--- src/pkg/pbm_pkg.sv ---
//****************************************************************
// Overview of operation
//****************************************************************
`default_nettype none
package pbm_pkg;

	//****************************************************************
	// Register map
	//****************************************************************
	localparam logic [11:0] PBM_OFS_UPPER_FUNC = 12'h000;
	localparam logic [11:0] PBM_OFS_LOWER_FUNC = 12'h004;
	localparam logic [11:0] PBM_OFS_DIRECTION  = 12'h008;
	localparam logic [11:0] PBM_OFS_OUT_DATA   = 12'h00C;
	localparam logic [11:0] PBM_OFS_PIN_LEVEL  = 12'h010;

	localparam logic [15:0] PBM_RST_FUNC       = 16'h0000;
	localparam logic [15:0] PBM_RST_DIRECTION  = 16'h0000;
	localparam logic [15:0] PBM_RST_OUT_DATA   = 16'h0000;

	localparam int          PBM_UPPER_BASE     = 8;
	localparam int          PBM_CODE_W         = 2;

	//****************************************************************
	// Function codes and pin roles
	//****************************************************************
	localparam logic [1:0]  PBM_CODE_GPIO      = 2'h0;
	localparam logic [1:0]  PBM_CODE_ALT1      = 2'h1;
	localparam logic [1:0]  PBM_CODE_ALT2      = 2'h2;
	localparam logic [1:0]  PBM_CODE_PATTERN   = 2'h3;

	typedef enum logic [2:0]
	{
		PBM_KIND_GPIO = 3'b000,
		PBM_KIND_IRQ  = 3'b001,
		PBM_KIND_SCK  = 3'b010,
		PBM_KIND_TXD  = 3'b011,
		PBM_KIND_RXD  = 3'b100,
		PBM_KIND_TP   = 3'b101
	} pbm_kind_t;

	// Pin index is 0..7 for port pins 8..15
	function automatic pbm_kind_t pbm_pin_kind(input logic [2:0] pin, input logic [1:0] code);
		pbm_kind_t k;
		k = PBM_KIND_GPIO;
		case (code)
			PBM_CODE_GPIO:
				k = PBM_KIND_GPIO;
			PBM_CODE_ALT1:
				k = pin[2] ? PBM_KIND_IRQ : PBM_KIND_GPIO;
			PBM_CODE_ALT2:
			begin
				case (pin)
					3'h7, 3'h6: k = PBM_KIND_GPIO;
					3'h5, 3'h4: k = PBM_KIND_SCK;
					3'h3, 3'h1: k = PBM_KIND_TXD;
					default:    k = PBM_KIND_RXD;
				endcase
			end
			default:
				k = PBM_KIND_TP;
		endcase
		return k;
	endfunction

	function automatic logic [15:0] pbm_merge16(input logic [15:0] old, input logic [31:0] wdata,
		input logic [3:0] strb);
		logic [15:0] r;
		r = old;
		if (strb[0])
			r[7:0] = wdata[7:0];
		if (strb[1])
			r[15:8] = wdata[15:8];
		return r;
	endfunction

endpackage
`default_nettype wire

--- src/hw/pbm_sync.sv ---
`timescale 1ns/10ps
`default_nettype none
module pbm_sync
	import pbm_pkg::*;
#(
	parameter int WIDTH = 8,
	parameter logic [WIDTH-1:0] RST_VAL = '1
)
(
	input  wire logic             i_sys_clk,
	input  wire logic             i_sys_rst,
	input  wire logic [WIDTH-1:0] i_async,
	output logic      [WIDTH-1:0] o_sync
);

	//****************************************************************
	// Two-stage synchroniser, first stage read only by second
	//****************************************************************
	logic [WIDTH-1:0] meta_q;
	logic [WIDTH-1:0] sync_q;

	always_ff @(posedge i_sys_clk or posedge i_sys_rst)
	begin
		if (i_sys_rst)
		begin
			meta_q <= RST_VAL;
			sync_q <= RST_VAL;
		end
		else
		begin
			meta_q <= i_async;
			sync_q <= meta_q;
		end
	end

	assign o_sync = sync_q;

endmodule
`default_nettype wire

--- src/hw/pbm_upper_mux.sv ---
// The APB register port and the register addresses are this design's own decisions.
`timescale 1ns/10ps
`default_nettype none
module pbm_upper_mux
	import pbm_pkg::*;
#(
	parameter int PINS = 8
)
(
	input  wire logic            i_sys_clk,
	input  wire logic            i_sys_rst,
	input  wire logic            i_manual_rst,
	// APB slave
	input  wire logic            i_psel,
	input  wire logic            i_penable,
	input  wire logic            i_pwrite,
	input  wire logic [11:0]     i_paddr,
	input  wire logic [31:0]     i_pwdata,
	input  wire logic [3:0]      i_pstrb,
	output logic      [31:0]     o_prdata,
	output logic                 o_pready,
	output logic                 o_pslverr,
	// Pads 15..8
	input  wire logic [PINS-1:0] i_pin_in,
	output logic      [PINS-1:0] o_pin_out,
	output logic      [PINS-1:0] o_pin_oe_n,
	// Peripheral side
	output logic      [3:0]      o_ext_interrupt_line,
	output logic      [1:0]      o_serial_clock_in,
	input  wire logic [1:0]      i_serial_clock_out,
	input  wire logic [1:0]      i_serial_tx,
	output logic      [1:0]      o_serial_rx,
	input  wire logic [PINS-1:0] i_timing_pattern,
	// Lower half settings for the pin 7..0 mux
	output logic      [15:0]     o_lower_func_sel,
	output logic      [7:0]      o_lower_dir,
	output logic      [7:0]      o_lower_out_data
);

	//****************************************************************
	// Registers
	//****************************************************************
	logic [15:0]     upper_func_q;
	logic [15:0]     lower_func_q;
	logic [15:0]     dir_q;
	logic [15:0]     out_data_q;
	logic [31:0]     prdata_q;
	logic            pready_q;
	logic            pslverr_q;
	logic [PINS-1:0] pin_out_q;
	logic [PINS-1:0] pin_oe_n_q;
	logic [3:0]      irq_q;
	logic [1:0]      sck_in_q;
	logic [1:0]      rx_q;
	logic [PINS-1:0] pin_sync;

	pbm_sync #(
		.WIDTH   (PINS),
		.RST_VAL ({PINS{1'b1}})
	) u_pin_sync (
		.i_sys_clk (i_sys_clk),
		.i_sys_rst (i_sys_rst),
		.i_async   (i_pin_in),
		.o_sync    (pin_sync)
	);

	// Upper direction byte split out once, shared by all pin slices
	logic [7:0]      upper_dir;

	pbm_dir_view u_dir_view (
		.i_dir       (dir_q),
		.o_upper_dir (upper_dir)
	);

	//****************************************************************
	// APB decode
	//****************************************************************
	// One wait state so that read data and pready come from flops
	wire logic        access    = i_psel & i_penable;
	wire logic        start     = access & ~pready_q;
	wire logic        commit_wr = access & pready_q & i_pwrite;
	wire logic        hit_upper = (i_paddr == PBM_OFS_UPPER_FUNC);
	wire logic        hit_lower = (i_paddr == PBM_OFS_LOWER_FUNC);
	wire logic        hit_dir   = (i_paddr == PBM_OFS_DIRECTION);
	wire logic        hit_data  = (i_paddr == PBM_OFS_OUT_DATA);
	wire logic        hit_pin   = (i_paddr == PBM_OFS_PIN_LEVEL);
	wire logic        mapped    = hit_upper | hit_lower | hit_dir | hit_data | hit_pin;
	wire logic [15:0] pin_word  = {pin_sync, 8'h00};
	wire logic [15:0] rd_word   = hit_upper ? upper_func_q :
	                              hit_lower ? lower_func_q :
	                              hit_dir   ? dir_q :
	                              hit_data  ? out_data_q :
	                              hit_pin   ? pin_word : 16'h0000;

	always_ff @(posedge i_sys_clk or posedge i_sys_rst)
	begin
		if (i_sys_rst)
		begin
			pready_q  <= 1'b0;
			pslverr_q <= 1'b0;
			prdata_q  <= 32'h0000_0000;
		end
		else
		begin
			pready_q  <= start;
			pslverr_q <= start & ~mapped;
			prdata_q  <= (start & ~i_pwrite) ? {16'h0000, rd_word} : 32'h0000_0000;
		end
	end

	//****************************************************************
	// Function select and direction, power-on reset only
	//****************************************************************
	// Manual reset deliberately not wired here: settings survive it
	always_ff @(posedge i_sys_clk or posedge i_sys_rst)
	begin
		if (i_sys_rst)
		begin
			upper_func_q <= PBM_RST_FUNC;
			lower_func_q <= PBM_RST_FUNC;
			dir_q        <= PBM_RST_DIRECTION;
		end
		else
		begin
			if (commit_wr & hit_upper)
				upper_func_q <= pbm_merge16(upper_func_q, i_pwdata, i_pstrb);
			if (commit_wr & hit_lower)
				lower_func_q <= pbm_merge16(lower_func_q, i_pwdata, i_pstrb);
			if (commit_wr & hit_dir)
				dir_q        <= pbm_merge16(dir_q, i_pwdata, i_pstrb);
		end
	end

	// Output latch is ordinary port state, so manual reset clears it
	always_ff @(posedge i_sys_clk or posedge i_sys_rst)
	begin
		if (i_sys_rst)
			out_data_q <= PBM_RST_OUT_DATA;
		else if (i_manual_rst)
			out_data_q <= PBM_RST_OUT_DATA;
		else if (commit_wr & hit_data)
			out_data_q <= pbm_merge16(out_data_q, i_pwdata, i_pstrb);
	end

	//****************************************************************
	// Per-pin routing
	//****************************************************************
	pbm_kind_t       kind [PINS];
	logic [PINS-1:0] drv_val;
	logic [PINS-1:0] drv_oe_n;

	for (genvar j = 0; j < PINS; j++)
	begin : g_pin
		localparam logic [2:0] PIN = 3'(j);
		wire logic dir_bit = upper_dir[j];
		assign kind[j] = pbm_pin_kind(PIN, upper_func_q[PBM_CODE_W*j +: PBM_CODE_W]);
		assign drv_val[j] = (kind[j] == PBM_KIND_SCK) ? i_serial_clock_out[PIN[0]] :
		                    (kind[j] == PBM_KIND_TXD) ? i_serial_tx[PIN[1]] :
		                    (kind[j] == PBM_KIND_TP)  ? i_timing_pattern[j] :
		                    out_data_q[PBM_UPPER_BASE + j];
		// Active low enable; receive-only roles never drive the pad
		assign drv_oe_n[j] = ((kind[j] == PBM_KIND_GPIO) || (kind[j] == PBM_KIND_SCK)) ? ~dir_bit :
		                     ((kind[j] == PBM_KIND_TXD) || (kind[j] == PBM_KIND_TP)) ? 1'b0 : 1'b1;
	end

	// Unselected peripheral inputs idle high so no false edges reach them
	wire logic [3:0] irq_d;
	wire logic [1:0] sck_d;
	wire logic [1:0] rx_d;

	for (genvar k = 0; k < 4; k++)
	begin : g_irq
		assign irq_d[k] = (kind[k+4] == PBM_KIND_IRQ) ? pin_sync[k+4] : 1'b1;
	end

	for (genvar c = 0; c < 2; c++)
	begin : g_ser
		assign sck_d[c] = (kind[c+4] == PBM_KIND_SCK) ? pin_sync[c+4] : 1'b1;
		assign rx_d[c]  = (kind[2*c] == PBM_KIND_RXD) ? pin_sync[2*c] : 1'b1;
	end

	always_ff @(posedge i_sys_clk or posedge i_sys_rst)
	begin
		if (i_sys_rst)
		begin
			pin_out_q  <= '0;
			pin_oe_n_q <= '1;
			irq_q      <= 4'hF;
			sck_in_q   <= 2'h3;
			rx_q       <= 2'h3;
		end
		else
		begin
			pin_out_q  <= drv_val;
			pin_oe_n_q <= drv_oe_n;
			irq_q      <= irq_d;
			sck_in_q   <= sck_d;
			rx_q       <= rx_d;
		end
	end

	//****************************************************************
	// Outputs
	//****************************************************************
	assign o_prdata             = prdata_q;
	assign o_pready             = pready_q;
	assign o_pslverr            = pslverr_q;
	assign o_pin_out            = pin_out_q;
	assign o_pin_oe_n           = pin_oe_n_q;
	assign o_ext_interrupt_line = irq_q;
	assign o_serial_clock_in    = sck_in_q;
	assign o_serial_rx          = rx_q;
	assign o_lower_func_sel     = lower_func_q;
	assign o_lower_dir          = dir_q[7:0];
	assign o_lower_out_data     = out_data_q[7:0];

endmodule
`default_nettype wire

--- src/hw/pbm_unused_placeholder_none.sv ---
`timescale 1ns/10ps
`default_nettype none
module pbm_dir_view
	import pbm_pkg::*;
(
	input  wire logic [15:0] i_dir,
	output logic      [7:0]  o_upper_dir
);

	assign o_upper_dir = i_dir[15:8];

endmodule
`default_nettype wire

--- config.mk ---
export PLATFORM = sky130hd
export DESIGN_NAME = pbm_upper_mux
export DESIGN_NICKNAME = d
export VERILOG_FILES = /design/src/pkg/pbm_pkg.sv /design/src/hw/pbm_sync.sv /design/src/hw/pbm_upper_mux.sv /design/src/hw/pbm_unused_placeholder_none.sv
export SDC_FILE = /design/constraint.sdc
export NUM_CORES = 1
export LEC_CHECK = 0
export BUFFER_PORTS_ARGS = -buffer_cell sky130_fd_sc_hd__buf_2
export CAP_MARGIN = 0
export CORE_MARGIN = 1.5
export CORE_UTILIZATION = 58
export CTS_BUF_LIST = sky130_fd_sc_hd__clkbuf_4
export DETAILED_ROUTE_END_ITERATION = 6
export PLACE_DENSITY = 0.88
export SETUP_SLACK_MARGIN = 0.15
export SLEW_MARGIN = 20
export SYNTH_ARGS = -nofsm -noshare
export SYNTH_HDL_FRONTEND = slang
export SYNTH_HIERARCHICAL = 1
export SYNTH_SLANG_ARGS = --single-unit
--- constraint.sdc ---
create_clock -name i_sys_clk -period 7 [get_ports i_sys_clk]
set_clock_uncertainty 0.15 [all_clocks]
set_input_delay 0.7 -clock i_sys_clk [delete_from_list [all_inputs] [get_ports i_sys_clk]]
set_output_delay 0.7 -clock i_sys_clk [all_outputs]
set_load 0.03 [all_outputs]
[Word level (Yosys, flattened, before mapping)]
Cells that the tools add are included.
Word-level totals
  flip-flop bits (word level): 122
Operators by class
  equal/unequal tests: 50
  mux-type cells: 66
  bitwise gates (word level): 25
  reductions and logical operators: 50
Operators with widths (number)
  $mux 16: 8
  $eq 3x2->1 const B: 16
  $mux 1: 48
  $pmux 3 s2: 6
  $eq 3x3->1 const B: 10
  $eq 12x4->1 const B: 2
  $logic_not 3->1: 8
  $pmux 3 s3: 2
  $eq 2x1->1 const B: 8
  $eq 2x2->1 const B: 8
  $logic_not 2->1: 8
  $logic_or 1x1->1: 16
  $mux 8: 2
  $reduce_and 2->1: 8
  $eq 12x3->1 const B: 1
  $eq 12x5->1 const B: 1
  $eq 3x1->1 const B: 4
  $logic_not 12->1: 1
  $reduce_or 2->1: 6
  $not 1->1: 11
  $and 1x1->1: 10
  $reduce_bool 2->1: 3
  $or 1x1->1: 4

[Depth between registers and ports, before layout]
  depth in word-level cells: 7
  gate-level depth with buffers: 8

[Hierarchy]
Netlist, hierarchy kept.
Modules (own cells, without submodules)
  pbm_upper_mux: times used 1, cells each 446, area an instance 5002.3 um2, seq. area each 2672.6 um2
  pbm_sync: times used 1, cells each 17, area an instance 424.2 um2, seq. area each 420.4 um2
  pbm_dir_view: times used 1, cells each 8, area an instance 60.1 um2, seq. area each 0.0 um2

[Worst setup path after synthesis]
No wires, ideal clock.
  kind: input -> register
  from: input i_paddr[9]
  to: register dir_q[0]
  setup time: 0.125 ns
  arrival: 2.705 ns
  required time: 6.725 ns
  slack: 4.020 ns
  cell stages on the path: 6
  path buffers: 2
  cell sequence: or4_1 -> buf_2 -> or4_4 -> buf_6 -> nor4_4 -> mux2_2
On the way
  word-level cells in the longest chain between the ends: 3
Ends and longest elaborated chain
  start: declaration: RTL line pbm_upper_mux.sv:17  | input wire logic [11:0] i_paddr,
  $eq 12x4->1: RTL line pbm_upper_mux.sv:84  | wire logic hit_dir = (i_paddr == PBM_OFS_DIRECTION);
  $and 1x1->1: RTL line pbm_upper_mux.sv:129  | if (commit_wr & hit_dir)
  $reduce_and 2->1 (no source line)
  end signal: assignment: RTL line pbm_upper_mux.sv:130  | dir_q <= pbm_merge16(dir_q, i_pwdata, i_pstrb);
  end: declaration: RTL line pbm_upper_mux.sv:45  | logic [15:0] dir_q;
Every way passes these cells.
A chain may end at the register's enable or synchronous reset.

[Worst setup path in the final report]
  from: input i_paddr[9]
  to: register dir_q[8]
The elaborated chain is that of the path after synthesis.

==> flow_summary_export.csv <==
group,metric,value,unit
routing,drt_iter0_drc,415,
yosys,avgSynthCellArea,11.6,sq um
sta,drv_slew,0,
place,place_inst,666,
sta,min_period_over_period,0.422,
worst_setup_path,arrival,3200,ps
yosys,syn-cell-area,0.00549,sq mm
cts,cts_made_buffers,17,
power,switching_share,0.240,
yosys,synth-main-ff-cell,"dfrtp_1",
sta,min_period,2960,ps
final_layout,final_net_count,648,
worst_setup_path,crit_top_cell,"or4_1",
cts,clockBufferDepth,2,
die,start_util,0.597,
final_layout,antennaDiodeCount,0,
cts,cts_hold_buf,0,
worst_setup_path,critPathSlowestCell,"or4_1",
die,coreArea,0.00920,sq mm
worst_setup_path,start_kind,"primary input",
routing,wl_met3,1.35,mm
yosys,yosysTopAreaCellShare,0.410,
die,dieArea,0.0101,sq mm
job,cap_violations,0,
place,io_buffers,129,
sta,slew_headroom,0.335,
yosys,synth_area_leaders,"dfrtp_1 41%, dfstp_2 15%, mux2_2 11%",
place,place_congestion,0.898,
sta,hold_viol,0,
routing,wl_per_cell,19.8,um
cts,clkTransAtPathRegs,100,ps
final_layout,fin_cells,698,
routing,post-route-drc-count,0,
routing,wl_met1,5.20,mm
power,power.density,210,mW/mm^2
yosys,synth_cell_types,40,
sta,rsz0062_at_grt,"false",
cts,clock_sinks,122,
power,netSwitchingPower,0.000314,W
cts,cts_tree,"built",
power,ir_drop,0.000169,V
cts,clk_latency,510,ps
power,intPower,0.000996,W
yosys,yosys_warnings,6,
status,status,"finished clean",
worst_setup_path,path_class,"in2reg",
global_routing,antenna_found_initial,0,
final_layout,drive_gt1_frac,0.458,
worst_setup_path,crit_path_max_fanout,10,
worst_setup_path,r2r_end,"o_prdata[14]$_DFF_PP0_",
routing,drt-total-wl,13.8,mm
routing,vias,4318,
yosys,yosysSeqAreaShare,0.564,
final_layout,most-common-layout-cells,"129 x buf_2, 90 x dfrtp_1, 52 x mux2_2",
worst_setup_path,cpPeakStageDelay,690,ps
routing,ant_nets,0,
power,power_frac_comb,0.064,
yosys,async_flop_share,1.00,
sta,tns,0,ps
global_routing,grt_first_pass_wirelength,21.8,mm
global_routing,grt_util_all_layers,0.286,
yosys,synth_cells,471,
final_layout,final_common_cell,"buf_2",
yosys,synth_top_area_cell,"dfrtp_1",
cts,post_cts_resized,0,
global_routing,grt_pass1_vias,4345,
yosys,synth_edf_count,0,
power,p_leak,3.04,nW
global_routing,grt_max_degree,69,
place,hpwl,9.35,mm
global_routing,grt-ovfl-total,0,
routing,wl_met2,6.76,mm
yosys,ys_ff_latch,122,
worst_setup_path,reg2reg_depth,4,
worst_setup_path,worstPathCellList,"buf_2, or4_1, or4_1, nor4_4, mux2_2",
power,pwr-share-clk,0.389,
worst_setup_path,r2r_start,"o_pready$_DFF_PP0_",
cts,post-cts-setup-buffers,0,
sta,fmax,0.338,GHz
routing,topRoutingLayerUsed,"met4",
die,dieWidth,100,um
routing,firstDrtPassIters,6,
sta,finalSetupViolCount,0,
worst_hold_path,min_path_type,"in2async",
die,row_count,35,
final_layout,syn_to_final_growth,13.9,%
die,ios,164,
worst_setup_path,required,7240,ps
die,die_h,100,um
routing,routed_via_density,6.19,
cts,cts_root_buffer,"clkbuf_4",
power,seq_power_share,0.548,
cts,ctsHtreeMaxLevel,4,
worst_setup_path,crit_path_end_kind,"flip-flop",
sta,max_slew.worst_pin.slew,988,ps
worst_setup_path,r2r_slack,4350,ps
[worst max-delay path by stage]
stage | slack (ps) | endpoint | from | cells past startpoint
after floorplan | 3390 | dir_q[0]$_DFFE_PP0P_ | i_sys_rst | 1
after global placement | 3590 | dir_q[9]$_DFFE_PP0P_ | i_paddr[9] | 5
after detailed placement | 3540 | dir_q[14]$_DFFE_PP0P_ | i_paddr[9] | 5
after CTS | 4090 | dir_q[8]$_DFFE_PP0P_ | i_paddr[9] | 5
after global routing | 4020 | dir_q[8]$_DFFE_PP0P_ | i_paddr[9] | 5
final | 4040 | dir_q[8]$_DFFE_PP0P_ | i_paddr[9] | 5
[metrics by stage]
step           setup slack (ps)  instance area [sq um]  hold slack (ps)   util  power (W)
2_1_floorplan              3390                   5540              195      -   0.000786
3_3_place_gp               3590                   5960              196  0.648   0.000810
3_5_place_dp               3540                   5960              197  0.648   0.000812
4_1_cts                    4090                   6250             75.2  0.679    0.00131
5_1_grt                    4020                   6250             74.4  0.679    0.00135
6_report                   4040                   6250             79.2  0.679    0.00131
[synth_stat cells, types with 10 or more instances]
library cell   n
nand3_1       44
buf_4         40
nand2b_1      10
dfstp_2       32
mux2i_1       10
dfrtp_1       90
o21ai_0       17
clkbuf_1      19
a21oi_1       37
nand2_1       10
mux2_2        52
nor2_1        28
[per-layer routing]
| metal | track usage | vias to the layer above |
|---|---|---|
| met5 | 0 | - |
| met4 | 0.143 | 0 |
| met3 | 0.0801 | 72 |
| met2 | 0.456 | 326 |
| met1 | 0.361 | 2077 |
| li1 | - | 1843 |
[logic make-up (layout without fill, tap and decap cells)]
logic type,count (synthesis),in the layout,share of synthesized area
other cells,1,16,0.000683
simple gates,139,139,0.145
buf+inv,69,170,0.0764
flops,122,122,0.564
mux,63,63,0.129
compound gates,77,77,0.0855
[critical path: cells and delay by family]
kind	cells	cell delay [ps]
muxes	1	410
and+or+nand+nor	3	1980
buffers and inverters	1	100
[area by class of cell]
| cell class | count | area (sq um) |
|---|---|---|
| inverters | 6 | 25.0 |
| clock buffers | 21 | 158 |
| flip-flops and latches | 122 | 3090 |
| multi-input cells | 295 | 2030 |
| well taps | 111 | 139 |
| repair buffers | 132 | 668 |
| clock inverters | 11 | 131 |
| fillers | 674 | 2950 |
[power groups by stage]
stage / clock (W) / sequential (W) / combinational [W]
floorplan: 0 / 0.000730 / 0.0000562
global placement: 0 / 0.000730 / 0.0000797
detailed placement: 0 / 0.000730 / 0.0000821
CTS: 0.000513 / 0.000717 / 0.0000826
global route: 0.000544 / 0.000718 / 0.0000912
finish: 0.000509 / 0.000717 / 0.0000833
[registers in the layout, indices dropped and copies added, names as in the netlist]
signal / count
o_lower_func_sel: 16
o_serial_rx: 2
o_prdata: 16
o_pin_oe_n: 8
o_pin_out: 8
o_ext_interrupt_line: 4
out_data_q: 16
o_pslverr: 1
u_pin_sync/o_sync: 8
o_serial_clock_in: 2
o_pready: 1
dir_q: 16
upper_func_q: 16
u_pin_sync/meta_q: 8
Power figures use the tool's default switching activity.
